**config.mk**
```make
export PLATFORM = sky130hd
export DESIGN_NAME = sor_top
export DESIGN_NICKNAME = d
export VERILOG_FILES = /design/src/hdl/sor_pkg.sv /design/src/hdl/sor_cmd_rom.sv /design/src/hdl/sor_top.sv
export SDC_FILE = /design/constraint.sdc
export NUM_CORES = 1
export LEC_CHECK = 0
export BUFFER_PORTS_ARGS = -buffer_cell sky130_fd_sc_hd__buf_2
export CORE_ASPECT_RATIO = 0.75
export CORE_MARGIN = 2
export CORE_UTILIZATION = 25
export DETAILED_ROUTE_END_ITERATION = 10
export GPL_ROUTABILITY_DRIVEN = 1
export SLEW_MARGIN = 5
export SYNTH_ARGS = -nofsm -noshare
export SYNTH_HDL_FRONTEND = slang
export SYNTH_SLANG_ARGS = --single-unit
```
**constraint.sdc**
```tcl
create_clock -name i_core_clk -period 4.6 [get_ports i_core_clk]
set_input_delay 0.92 -clock i_core_clk [delete_from_list [all_inputs] [get_ports i_core_clk]]
set_output_delay 0.92 -clock i_core_clk [all_outputs]
set_load 0.02 [all_outputs]
```
**src/hdl/sor_pkg.sv**
```systemverilog
// Purpose: constants, types and command table for the supported-opcode reporter
// Assumes: single clock, synchronous active-low reset
// Notes:   the timeout descriptor carries its length only, timeout values read zero
// Operation
// - request is operation byte A3h with service action 0Ch in byte 1.
// - timeouts request bit adds a timeouts descriptor except to an unsupported answer; clear adds none.
// - option 000b returns all supported commands; requested code fields ignored.
// - option 001b returns one-command data for the opcode; service action ignored.
// - option 001b on an opcode with service actions ends with invalid-field check.
// - option 010b uses opcode and service action; opcode without actions is an error.
// - option 011b reports supported for matching plain opcode with zero, or matching action.
// - option 011b otherwise reports support code 001b, never an error status.
// - requested opcode is byte 3, requested service action bytes 4 to 5.
// - data is cut to the allocation length in bytes 6 to 9, normal completion.
// - support codes: 000b unavailable, 001b unsupported, 011b standard, 101b vendor.
// - all-commands data opens with four-byte length, then one descriptor per command.
package sor_pkg;

    localparam logic [7:0]  SOR_OP_REPORT   = 8'hA3;
    localparam logic [4:0]  SOR_SA_REPORT   = 5'h0C;

    localparam logic [2:0]  SOR_OPT_ALL     = 3'h0;
    localparam logic [2:0]  SOR_OPT_OP      = 3'h1;
    localparam logic [2:0]  SOR_OPT_OP_SA   = 3'h2;
    localparam logic [2:0]  SOR_OPT_OP_SA_Q = 3'h3;

    localparam logic [2:0]  SOR_SUP_NA      = 3'h0;
    localparam logic [2:0]  SOR_SUP_NOT     = 3'h1;
    localparam logic [2:0]  SOR_SUP_STD     = 3'h3;
    localparam logic [2:0]  SOR_SUP_VEND    = 3'h5;

    localparam logic [7:0]  SOR_HDR_BYTES   = 8'h04;
    localparam logic [7:0]  SOR_DESC_BYTES  = 8'h08;
    localparam logic [7:0]  SOR_TMO_BYTES   = 8'h0C;
    localparam logic [7:0]  SOR_TMO_LEN     = 8'h0A;
    localparam logic [7:0]  SOR_ONE_BYTES   = 8'h04;
    localparam logic [7:0]  SOR_USAGE_FILL  = 8'hFF;

    localparam logic [3:0]  SOR_KEY_ILLEGAL = 4'h5;
    localparam logic [7:0]  SOR_ASC_INV_CDB = 8'h24;
    localparam logic [7:0]  SOR_ASCQ_INV    = 8'h00;

    localparam int          SOR_N_ENT       = 6;
    localparam int          SOR_IDX_W       = 3;

    typedef enum logic [2:0] {
        SOR_IDLE,
        SOR_SCAN,
        SOR_SCAN_CHK,
        SOR_HDR,
        SOR_FETCH,
        SOR_EMIT,
        SOR_DRAIN,
        SOR_FIN
    } sor_st_e;

    typedef struct packed {
        logic [7:0]  op;
        logic [2:0]  rsv1;
        logic [4:0]  sa;
        logic        return_timeouts_request;
        logic [3:0]  rsv2;
        logic [2:0]  opt;
        logic [7:0]  req_op;
        logic [15:0] req_sa;
        logic [31:0] alloc;
        logic [7:0]  rsv10;
        logic [7:0]  control;
    } sor_cdb_s;

    typedef struct packed {
        logic [7:0]  op;
        logic [15:0] sa;
        logic        has_sa;
        logic        vendor;
        logic [7:0]  cdb_len;
    } sor_ent_s;

    typedef struct packed {
        logic        check;
        logic [3:0]  sense_key;
        logic [7:0]  asc;
        logic [7:0]  ascq;
    } sor_status_s;

    typedef struct packed {
        sor_st_e                st;
        logic                   return_timeouts_request;
        logic [2:0]             opt;
        logic [7:0]             req_op;
        logic [15:0]            req_sa;
        logic [31:0]            alloc;
        logic [31:0]            sent;
        logic [SOR_IDX_W-1:0]   idx;
        logic [7:0]             pos;
        logic [7:0]             ulen;
        logic [31:0]            hdr_len;
        logic [2:0]             support;
        logic                   timeouts_descriptor_present;
        logic                   ready;
        logic                   tx_valid;
        logic [7:0]             tx_data;
        logic                   tx_last;
        logic                   done;
        sor_status_s            status;
    } sor_state_s;

    // supported commands, one entry per opcode and service action pair
    localparam sor_ent_s SOR_TABLE [SOR_N_ENT] = '{
        '{op: 8'h00, sa: 16'h0000, has_sa: 1'b0, vendor: 1'b0, cdb_len: 8'h06},
        '{op: 8'h12, sa: 16'h0000, has_sa: 1'b0, vendor: 1'b0, cdb_len: 8'h06},
        '{op: 8'h28, sa: 16'h0000, has_sa: 1'b0, vendor: 1'b0, cdb_len: 8'h0A},
        '{op: 8'h2A, sa: 16'h0000, has_sa: 1'b0, vendor: 1'b0, cdb_len: 8'h0A},
        '{op: 8'hA0, sa: 16'h0000, has_sa: 1'b0, vendor: 1'b0, cdb_len: 8'h0C},
        '{op: 8'hA3, sa: 16'h000C, has_sa: 1'b1, vendor: 1'b0, cdb_len: 8'h0C}
    };

endpackage

```
**src/hdl/sor_cmd_rom.sv**
```systemverilog
// Purpose: command table with registered read data
// Assumes: address held stable for one cycle before data is used
// Notes:   one cycle read latency
`timescale 1ns/1ps
`default_nettype none
module sor_cmd_rom (
    input  wire logic                           i_core_clk,
    input  wire logic [sor_pkg::SOR_IDX_W-1:0]  i_addr,
    output sor_pkg::sor_ent_s                   o_ent
);
    import sor_pkg::*;

    always_ff @(posedge i_core_clk) begin
        o_ent <= SOR_TABLE[i_addr];
    end
endmodule
`default_nettype wire

```
**src/hdl/sor_top.sv**
```systemverilog
// Purpose: decodes the supported-opcode report request and streams its parameter data
// Assumes: cdb presented whole for one cycle; byte sink uses valid/ready
// Notes:   commands other than the report request are left for other handlers
`timescale 1ns/1ps
`default_nettype none
module sor_top (
    input  wire logic                   i_core_clk,
    input  wire logic                   i_rst_n,
    input  wire logic                   i_cdb_valid,
    input  wire sor_pkg::sor_cdb_s      i_cdb,
    output logic                        o_cdb_ready,
    output logic                        o_tx_valid,
    output logic [7:0]                  o_tx_data,
    output logic                        o_tx_last,
    input  wire logic                   i_tx_ready,
    output logic                        o_done,
    output sor_pkg::sor_status_s        o_status
);
    import sor_pkg::*;

    sor_state_s q;
    sor_state_s d;
    sor_ent_s   rd;
    logic       take;
    logic       can_push;
    logic       hit;
    logic       last_idx;
    logic       err;
    logic       sup_ok;
    logic       fin_unit;
    logic       last_byte;

    sor_cmd_rom u_rom (
        .i_core_clk (i_core_clk),
        .i_addr     (q.idx),
        .o_ent      (rd)
    );

    function automatic logic [7:0] sor_tmo_byte(input logic [7:0] k);
        return (k == 8'h01) ? SOR_TMO_LEN : 8'h00;
    endfunction

    function automatic logic [7:0] sor_desc_byte(input logic [7:0] pos, input sor_ent_s e,
                                                 input logic timeouts_descriptor_present);
        logic [7:0] b;
        b = 8'h00;
        case (pos)
            8'h00: b = e.op;
            8'h02: b = e.sa[15:8];
            8'h03: b = e.sa[7:0];
            8'h05: b = {6'h00, timeouts_descriptor_present, e.has_sa};
            8'h07: b = e.cdb_len;
            default: begin
                if (pos >= SOR_DESC_BYTES) begin
                    b = sor_tmo_byte(8'(pos - SOR_DESC_BYTES));
                end
            end
        endcase
        return b;
    endfunction

    function automatic logic [7:0] sor_one_byte(input logic [7:0] pos, input sor_ent_s e,
                                                input logic timeouts_descriptor_present, input logic [2:0] sup);
        logic [7:0] b;
        logic [7:0] usage_end;
        b         = 8'h00;
        usage_end = 8'(SOR_ONE_BYTES + e.cdb_len);
        if (pos == 8'h01) begin
            b = {timeouts_descriptor_present, 4'h0, sup};
        end else if (pos == 8'h03) begin
            b = (sup == SOR_SUP_NOT) ? 8'h00 : e.cdb_len;
        end else if (pos == SOR_ONE_BYTES) begin
            b = e.op;
        end else if (pos > SOR_ONE_BYTES && pos < usage_end) begin
            b = (pos == 8'h05 && e.has_sa) ? {3'h0, e.sa[4:0]} : SOR_USAGE_FILL;
        end else if (pos >= usage_end) begin
            b = sor_tmo_byte(8'(pos - usage_end));
        end
        return b;
    endfunction

    assign take     = (q.st == SOR_IDLE) && i_cdb_valid && (i_cdb.op == SOR_OP_REPORT)
                      && (i_cdb.sa == SOR_SA_REPORT);
    assign can_push = !q.tx_valid || i_tx_ready;
    assign last_idx = (q.idx == SOR_IDX_W'(SOR_N_ENT - 1));
    // option 001b matches on opcode alone, the others also on the service action where the entry has one
    assign hit      = (rd.op == q.req_op) && ((q.opt == SOR_OPT_OP) || !rd.has_sa
                      || (rd.sa == q.req_sa));
    assign err      = hit && (((q.opt == SOR_OPT_OP) && rd.has_sa)
                      || ((q.opt == SOR_OPT_OP_SA) && !rd.has_sa));
    assign sup_ok   = hit && !((q.opt == SOR_OPT_OP_SA_Q) && !rd.has_sa
                      && (q.req_sa != 16'h0000));
    assign fin_unit = (8'(q.pos + 8'h01) == q.ulen);
    assign last_byte = (32'(q.sent + 32'h1) == q.alloc);

    always_comb begin
        d          = q;
        d.done     = 1'b0;
        d.tx_valid = q.tx_valid && !i_tx_ready;
        case (q.st)
            SOR_IDLE: begin
                d.ready = 1'b1;
                if (take) begin
                    d.ready   = 1'b0;
                    d.return_timeouts_request    = i_cdb.return_timeouts_request;
                    d.opt     = i_cdb.opt;
                    d.req_op  = i_cdb.req_op;
                    d.req_sa  = i_cdb.req_sa;
                    d.alloc   = i_cdb.alloc;
                    d.sent    = 32'h0;
                    d.idx     = '0;
                    d.pos     = 8'h00;
                    d.status  = '0;
                    d.timeouts_descriptor_present    = 1'b0;
                    d.support = SOR_SUP_NA;
                    if (i_cdb.opt[2]) begin
                        d.status = '{1'b1, SOR_KEY_ILLEGAL, SOR_ASC_INV_CDB, SOR_ASCQ_INV};
                        d.st     = SOR_FIN;
                    end else if (i_cdb.opt == SOR_OPT_ALL) begin
                        // requested code fields play no part here
                        d.timeouts_descriptor_present    = i_cdb.return_timeouts_request;
                        d.ulen    = i_cdb.return_timeouts_request ? 8'(SOR_DESC_BYTES + SOR_TMO_BYTES)
                                               : SOR_DESC_BYTES;
                        d.hdr_len = 32'(SOR_N_ENT) * 32'(d.ulen);
                        d.st      = (i_cdb.alloc == 32'h0) ? SOR_FIN : SOR_HDR;
                    end else begin
                        d.st = SOR_SCAN;
                    end
                end
            end
            SOR_SCAN: begin
                d.st = SOR_SCAN_CHK;
            end
            SOR_SCAN_CHK: begin
                if (err) begin
                    d.status = '{1'b1, SOR_KEY_ILLEGAL, SOR_ASC_INV_CDB, SOR_ASCQ_INV};
                    d.st     = SOR_FIN;
                end else if (hit || last_idx) begin
                    // a miss is answered with data, not with an error status
                    d.support = sup_ok ? (rd.vendor ? SOR_SUP_VEND : SOR_SUP_STD)
                                       : SOR_SUP_NOT;
                    d.timeouts_descriptor_present    = sup_ok && q.return_timeouts_request;
                    d.ulen    = sup_ok ? 8'(SOR_ONE_BYTES + rd.cdb_len
                                            + (q.return_timeouts_request ? SOR_TMO_BYTES : 8'h00))
                                       : SOR_ONE_BYTES;
                    d.st      = (q.alloc == 32'h0) ? SOR_FIN : SOR_FETCH;
                end else begin
                    d.idx = SOR_IDX_W'(q.idx + 1'b1);
                    d.st  = SOR_SCAN;
                end
            end
            SOR_HDR: begin
                if (can_push) begin
                    d.tx_valid = 1'b1;
                    d.tx_data  = 8'(q.hdr_len >> (8 * (3 - int'(q.pos[1:0]))));
                    d.tx_last  = last_byte;
                    d.sent     = 32'(q.sent + 32'h1);
                    if (last_byte) begin
                        d.st = SOR_DRAIN;
                    end else if (q.pos == 8'(SOR_HDR_BYTES - 8'h01)) begin
                        d.pos = 8'h00;
                        d.st  = SOR_FETCH;
                    end else begin
                        d.pos = 8'(q.pos + 8'h01);
                    end
                end
            end
            SOR_FETCH: begin
                d.st = SOR_EMIT;
            end
            SOR_EMIT: begin
                if (can_push) begin
                    d.tx_valid = 1'b1;
                    d.tx_data  = (q.opt == SOR_OPT_ALL) ? sor_desc_byte(q.pos, rd, q.timeouts_descriptor_present)
                                 : sor_one_byte(q.pos, rd, q.timeouts_descriptor_present, q.support);
                    d.tx_last  = last_byte || (fin_unit && ((q.opt != SOR_OPT_ALL)
                                 || last_idx));
                    d.sent     = 32'(q.sent + 32'h1);
                    if (d.tx_last) begin
                        d.st = SOR_DRAIN;
                    end else if (fin_unit) begin
                        d.pos = 8'h00;
                        d.idx = SOR_IDX_W'(q.idx + 1'b1);
                        d.st  = SOR_FETCH;
                    end else begin
                        d.pos = 8'(q.pos + 8'h01);
                    end
                end
            end
            SOR_DRAIN: begin
                if (can_push) begin
                    d.st = SOR_FIN;
                end
            end
            SOR_FIN: begin
                d.done  = 1'b1;
                d.ready = 1'b1;
                d.st    = SOR_IDLE;
            end
            default: begin
                d.st = SOR_IDLE;
            end
        endcase
    end

    always_ff @(posedge i_core_clk) begin
        if (!i_rst_n) begin
            q <= '0;
        end else begin
            q <= d;
        end
    end

    assign o_cdb_ready = q.ready;
    assign o_tx_valid  = q.tx_valid;
    assign o_tx_data   = q.tx_data;
    assign o_tx_last   = q.tx_last;
    assign o_done      = q.done;
    assign o_status    = q.status;
endmodule
`default_nettype wire

```
==> results of run 1 <==
-- final cells by class --
type | instances | area share
Multi-Input combinational cell | 839 | 0.516
Sequential cell | 137 | 0.293
Tap cell | 442 | 0.0591
Timing Repair Buffer | 104 | 0.0586
Clock buffer | 23 | 0.0489
Clock inverter | 9 | 0.0131
Inverter | 25 | 0.0102
Antenna cell | 3 | 0.000802
-- kinds of logic (layout without fill, tap and decap cells) --
kind of cell               Yosys count  count (layout)  share of synthesized area
adders and majority gates           18              18                     0.0296
other                                1              19                   0.000461
xor gates and xnor gates            62              62                     0.0668
muxes                                4               4                    0.00508
DFF                                137             137                      0.337
buffers and inverters              122             161                     0.0754
and+or+nand+nor                    458             458                      0.275
AOI/OAI and AO/OA                  281             281                      0.210
-- cells in the final DEF (no fill, tap or decap), types with 4 or more instances in the layout --
cell       netlist  routed
a31oi_1         16      16
xor2_1          19      19
nor3_1          24      24
nand4b_1         4       4
inv_1           25      24
nand2b_1        14      14
buf_4           34      11
xnor2_1         43      43
a41oi_1          4       4
nand4_1         25      25
dfxtp_1        137     137
a311oi_1         8       8
nor3b_1          6       6
and2_1           6       6
a211oi_1        13      13
nor2_1          74      73
conb_1           1      16
nor4_1          26      26
ha_1            16      16
o21ai_0         50      50
o22ai_1          7       7
or3_1           11      11
clkbuf_1        48       5
nand3_1         29      29
nor2b_1         10      10
o2111ai_1        4       4
a21oi_1        133     133
a21o_1           6       6
buf_2            8      93
nand2_1        191     191
clkinv_2         0       6
o41ai_1          4       4
and3_1          11      11
and4_1           9       8
clkbuf_16        0      17
-- worst max-delay path, stage by stage (launching register included) --
cell,delay (ns)
dfxtp_1,0.47
ha_1,0.40
and3_1,0.33
and4_1,0.54
and3_1,0.37
xnor2_1,0.09
or3_1,0.37
or4_4,0.60
a221oi_4,0.33
mux2i_1,0.24
o21ai_1,0.07
-- metrics by stage --
| step | cells | worst slack, ns | utilization | power [W] |
|---|---|---|---|---|
| 2_1_floorplan | 1098 | 1.22 | - | 0.00126 |
| 3_3_place_gp | 1547 | 0.775 | 0.273 | 0.00130 |
| 3_5_place_dp | 1547 | 0.704 | 0.273 | 0.00130 |
| 4_1_cts | 1579 | 0.683 | 0.291 | 0.00269 |
| 5_1_grt | 1579 | 0.476 | 0.291 | 0.00275 |
| 6_report | 1582 | 0.634 | 0.291 | 0.00266 |
-- synthesized netlist by cell type, types with 7 or more instances --
master	number
a211oi_1	13
dfxtp_1	137
nand3_1	29
or3_1	11
o22ai_1	7
nor2b_1	10
nor2_1	74
buf_2	8
nor4_1	26
and3_1	11
nand2b_1	14
ha_1	16
a21oi_1	133
a311oi_1	8
nand2_1	191
nor3_1	24
xnor2_1	43
clkbuf_1	48
o21ai_0	50
xor2_1	19
inv_1	25
nand4_1	25
and4_1	9
buf_4	34
a31oi_1	16
-- flip-flops by register name (all words and copies together) (netlist names) --
register and cells:
o_status 1, o_tx_data 8, o_tx_last 1, q 116, o_tx_valid 1, u_rom.o_ent 8
o_cdb_ready 1, o_done 1
-- power groups by stage --
stage | Sequential [W] | Combinational (W) | Clock, W
floorplan | 0.00121 | 0.0000424 | 0
global placement | 0.00121 | 0.0000830 | 0
detailed placement | 0.00121 | 0.0000839 | 0
CTS | 0.00119 | 0.0000843 | 0.00142
global route | 0.00119 | 0.0000909 | 0.00147
finish | 0.00119 | 0.0000842 | 0.00139
-- path summary, 6_finish.rpt --
path / to / slack [ns] / startpoint
setup / recovery: q[181]$_SDFFE_PN0P_ / 0.63 / q[88]$_SDFFE_PN0P_
hold / removal: u_rom.o_ent[33]$_SDFF_PN0_ / 0.44 / q[87]$_SDFFE_PN0P_
setup reg to reg: q[181]$_SDFFE_PN0P_ / 0.63 / q[88]$_SDFFE_PN0P_
hold reg to reg: u_rom.o_ent[33]$_SDFF_PN0_ / 0.44 / q[87]$_SDFFE_PN0P_
-- metal layers --
| metal | up-vias | routed length (um) | global-route usage |
|---|---|---|---|
| met1 | 3759 | 13400 | 0.234 |
| li1 | 3905 | - | - |
| met4 | 2 | 517 | 0.0547 |
| met5 | - | 13 | 0 |
| met2 | 322 | 9950 | 0.199 |
| met3 | 36 | 2470 | 0.0494 |
==> reports/metrics.yaml, run 1 <==
outcome:
  status: "finished clean"
clock_network:
  cts_tree: "done"
  post_cts_resize_count: 0
  clock_tree.root_cell: "clkbuf_16"
  postCtsSetupBuffers: 0
  clock_latency_ns: 0.43
  cts_num_sinks: 137
  cts.clk_slew.worst_paths_ns: 0.06
  h-tree-depth: 4
  cts_buffer_depth: 2
  hold_buffers: 0
  numCtsBuffers: 17
power_and_ir_drop:
  p_switching_w: 0.000583
  power_density_nw_per_um2: 284
  switching_share: 0.219
  power_frac_comb: 0.032
  pwr-share-seq: 0.446
  p_leak_nw: 3.31
  power_frac_clock: 0.522
  p_int_w: 0.00208
  ir_drop_v: 0.000198
logic_synthesis:
  synthCells: 1083
  yosysSeqAreaShare: 0.337
  yosysTopAreaCellShare: 0.337
  async_reset_ff_frac: 0
  syn_avg_cell_area_um2: 7.50
  synth_edf_count: 0
  ys.flop_type: "dfxtp_1"
  ys_top_cells_by_area: "dfxtp_1 34%, nand2_1 8.8%, a21oi_1 8.2%, xnor2_1 4.6%, nor2_1 3.4%"
  synth_top_cell_by_area: "dfxtp_1"
  ys_types: 75
  synth_area_um2: 8130
  ys_seq_elements: 137
  ys_warn_count: 0
worst_setup_path:
  required_ns: 4.89
  critical_path_class: "reg -> reg"
  critPathMaxFanout: 11
  rr_worst_depth: 10
  worstPathArrival_ns: 4.26
  cp-end-kind: "register"
  crit_path_start_kind: "register"
die:
  core_um2: 32200
  start_util: 0.253
  die_x_um: 212
  rows: 57
  pin_count: 133
  dieArea_um2: 34000
  die_h_um: 160
global_routing:
  grt_max_degree: 70
  antenna_found_initial: 2
  overflow: 0
  grt_pass1_vias: 7170
  grt_usage: 0.155
  grt_first_pass_wirelength_mm: 40.6
place:
  dp_hpwl_mm: 19.3
  portBuffers: 93
  placed_cell_area_um2: 8770
  gp_congestion: 0.920
routing:
  drtIter0Drc: 846
  dr.pass1.iters: 6
  drt_wl_total_mm: 26.4
  vias_per_cell: 5.07
  wire_per_inst_um: 16.7
  via_count: 8024
  ant_nets: 0
  drc: 0
timing:
  relSlewSlack: 0.215
  fin_crit_sh: 0.862
  max_freq_mhz: 252
  drv_slew: 0
  final-hold-violation-count: 0
  rsz0062_at_grt: "false"
  worstMarginPinSlew_ns: 1.17
  min_period_ns: 3.97
  tns_ns: 0
  whs_ns: 0.443
  finalSetupViolCount: 0
  clock_skew_ns: 0.00806
cells_and_area:
  nFillCells: 3492
  area.growth.synth_to_final_pct: 15.2
  design_area_um2: 9360
  drive_above_1_share: 0.133
  multi_input_area_um2: 4830
  nNetsFinal: 1242
  regArea_um2: 2740
hold_path:
  holdPathStages: 0
  worstHoldPathType: "reg -> reg"
run:
  max_cap_viol_count: 0
(Power assumes the default switching activity.)
==> inputs of run 2 (changes only) <==
--- a/config.mk
+++ b/config.mk
@@ -11,7 +11,9 @@
 export CORE_UTILIZATION = 25
 export DETAILED_ROUTE_END_ITERATION = 10
 export GPL_ROUTABILITY_DRIVEN = 1
+export PLACE_DENSITY = 0.41
 export SLEW_MARGIN = 5
 export SYNTH_ARGS = -nofsm -noshare
 export SYNTH_HDL_FRONTEND = slang
+export SYNTH_HIERARCHICAL = 1
 export SYNTH_SLANG_ARGS = --single-unit
==> run 2 against run 1 <==
  * Worst hold slack improved by 0.013 ns
  * Sequential power increased by 9%
  * Sequential cell count grew 4
  * Clock skew rose by 0.0015 ns
  * Register-to-register slack improved by 0.03 ns
  * Worst setup slack gained 0.031 ns
  * Final cell count up 18%
  * Via count is 18% higher
  * Non-clock buffer count rose by 18
  * First-iteration DRC count increased by 4.7%
  * Global-route usage rose by 1.8 points
  * Critical path type unchanged
  * Critical endpoint is now q[86]$_SDFFE_PN0P_
  * Highest routed layer is now met4
==> reports/metrics.yaml, run 2 <==
die:
  pin_count: 133  # unchanged
  die_x_um: 229  # +7.9%
  start_util: 0.255  # +0.00205
  dieArea_um2: 39500  # +16%
  rows: 61  # +7.0%
  core_um2: 37200  # +16%
  die_h_um: 173  # +7.8%
routing:
  drt_wl_total_mm: 34.8  # +32%
  wire_per_inst_um: 18.7  # +12%
  ant_nets: 0  # unchanged
  drc: 0  # unchanged
  via_count: 9499  # +18%
  drtIter0Drc: 886  # +4.7%
  dr.pass1.iters: 5  # -1
  vias_per_cell: 5.10  # +0.63%
timing:
  max_freq_mhz: 254  # +0.80%
  worstMarginPinSlew_ns: 0.937  # -0.236 ns
  finalSetupViolCount: 0  # unchanged
  clock_skew_ns: 0.00955  # +0.00150 ns
  tns_ns: 0  # unchanged
  relSlewSlack: 0.370  # +0.156
  final-hold-violation-count: 0  # unchanged
  rsz0062_at_grt: "false"
  drv_slew: 0  # unchanged
  fin_crit_sh: 0.855  # -0.00684
  fin_ws_ns: 0.666  # +0.0315 ns
  min_period_ns: 3.93  # -0.0315 ns
cells_and_area:
  largest_register_ffs: 120  # +3.4%
  nNetsFinal: 1464  # +18%
  num_antenna_cells: 0  # -3
  drive_above_1_share: 0.129  # -0.00384
  final_cells: 1861  # +18%
  area.growth.synth_to_final_pct: 14.6
  mostFrequentLayoutCell: "nand2_1"
  design_area_um2: 10900  # +16%
  regMostFlops: "q"
  layout_common_cells: "216 x nand2_1, 141 x dfxtp_1, 138 x a21oi_1"
worst_setup_path:
  crit_slowest_cell: "o31ai_2"
  r2r_start: "q[88]$_SDFFE_PN0P_"
  cpMostUsedCell: "nand4_1"
  worstPathArrival_ns: 4.22  # -0.04 ns
  crit_path_start_kind: "register"
  crit_path_cell_trace: "ha_1, nand4_1, nor3_1, nand3_1, mux2i_1, nor4b_1, nand4_1, o31ai_2, a211o_1, a21oi_1"
  cp-end-kind: "register"
  cpPeakStageDelay_ns: 0.55  # -0.05 ns
  required_ns: 4.89  # about the same
  critPathMaxFanout: 7  # -4
  setup.worst_path.start: "q[88]$_SDFFE_PN0P_"
  critical_path_class: "reg -> reg"
logic_synthesis:
  syn_avg_cell_area_um2: 7.31  # -2.6%
  synth_top_cells_by_count: "216 x nand2_1, 141 x dfxtp_1, 138 x a21oi_1"
  async_reset_ff_frac: 0  # unchanged
  yosysMostFrequentCell: "nand2_1"
  yosysSeqAreaShare: 0.298  # -0.0399
  ys_seq_elements: 141  # +2.9%
  synth_area_um2: 9490  # +17%
  synthCells: 1298  # +20%
  ys_top_cells_by_area: "dfxtp_1 30%, nand2_1 8.5%, a21oi_1 7.3%, xor2_1 4.4%, buf_4 4.4%"
  yosysTopAreaCellShare: 0.298  # -0.0399
  ys_types: 81  # +8.0%
  synth_top_cell_by_area: "dfxtp_1"
  ys.flop_type: "dfxtp_1"
  ys_warn_count: 6  # +6
  synth_edf_count: 0  # unchanged
global_routing:
  grt_usage: 0.173  # +0.0183
  antenna_found_initial: 1  # -1
  grt_pass1_vias: 8731  # +22%
  grt_first_pass_wirelength_mm: 53.5  # +32%
  overflow: 0  # unchanged
  grt_max_degree: 56  # -20%
power_and_ir_drop:
  ir_drop_v: 0.000262  # +32%
  p_leak_nw: 3.91  # +18%
  power_density_nw_per_um2: 294  # +3.6%
  power_w: 0.00320  # +20%
clock_network:
  post_cts_resize_count: 0  # unchanged
  clock_tree.root_cell: "clkbuf_16"
  cts_tree: "done"
  cts.clk_slew.worst_paths_ns: 0.07  # about the same
  cts_num_sinks: 141  # +2.9%
  h-tree-depth: 4  # unchanged
  cts_buffer_depth: 2  # unchanged
  hold_buffers: 0  # unchanged
  postCtsSetupBuffers: 0  # unchanged
  numCtsBuffers: 17  # unchanged
  clock_latency_ns: 0.44  # about the same
run:
  max_cap_viol_count: 0  # unchanged
hold_path:
  worstHoldPathType: "reg -> reg"
  hold_start: "q[85]$_SDFFE_PN0P_"
place:
  gp_congestion: 0.906  # -1.5%
  dp_hpwl_mm: 26.4  # +36%
  placed_cell_area_um2: 10200  # +17%
  post-place-ws_ns: 0.797  # +0.0934 ns
  portBuffers: 93  # unchanged
  dpl.cell_count: 1829  # +18%
outcome:
  status: "finished clean"
-- run 2: changes by cell type in the layout (fill, tap and decap cells not counted), moves of 8 or more --
cell      previous run  this run
nand2_1            191       216
nand4_1             25        41
xor2_1              19        48
buf_4               11        29
a22oi_1              3        18
conb_1              16        38
nand3_1             29        38
nor2_1              73        87
o21ai_0             50        65
a221oi_1             3        11
nor3_1              24        32
nor4_1              26        47
-- run 2: power breakdown --
group / total (W) / leakage [nW] / switching, W / internal (W)
Sequential: 0.00130 / 1.14 / 0.0000537 / 0.00125
Clock: 0.00153 / 0.299 / 0.000596 / 0.000929
Combinational: 0.000372 / 2.48 / 0.000245 / 0.000127
Total: 0.00320 / 3.91 / 0.000895 / 0.00231
-- run 2: area by class of cell --
type,instances,area (um2)
Tap cell,504,631
Inverter,31,118
Timing Repair Buffer,122,683
Fill cell,4159,26400
Multi-Input combinational cell,1031,5980
Sequential cell,141,2820
Clock inverter,12,185
Clock buffer,20,447
-- run 2: logic make-up after synthesis --
kind of cell | count (synthesis) | share of synthesized area
buffers and inverters | 162 | 0.0869
other | 2 | 0.000792
DFF | 141 | 0.298
AOI/OAI and AO/OA | 330 | 0.217
muxes | 3 | 0.00330
xor gates and xnor gates | 88 | 0.0828
adders and majority gates | 20 | 0.0280
and+or+nand+nor | 552 | 0.284
-- run 2: metal layers --
metal	wire length [um]	track usage	vias to the layer above
met5	0	0	-
met4	491	0.0455	0
met3	2090	0.0267	29
met2	13100	0.224	319
met1	19100	0.284	4463
li1	-	-	4688
-- run 2: worst paths after layout --
path,cells after the start,end,slack (ns)
max,10,q[86]$_SDFFE_PN0P_,0.67
min,0,u_rom/o_ent[27]$_DFF_P_,0.46
max reg2reg,10,q[86]$_SDFFE_PN0P_,0.67
min reg2reg,0,u_rom/o_ent[27]$_DFF_P_,0.46
-- run 2: worst max-delay path: cells and delay by family, from the launching register on --
kind	cells	cell delay [ns]
fa+ha+maj	1	0.34
simple gates	5	1.74
compound gates	3	0.77
mux	1	0.45
flops	1	0.48
-- run 2: through the flow --
step | hold slack [ns] | util
floorplan | 0.397 | -
global placement | 0.445 | 0.275
detailed placement | 0.445 | 0.275
CTS | 0.456 | 0.292
global route | 0.481 | 0.292
finish | 0.456 | 0.292
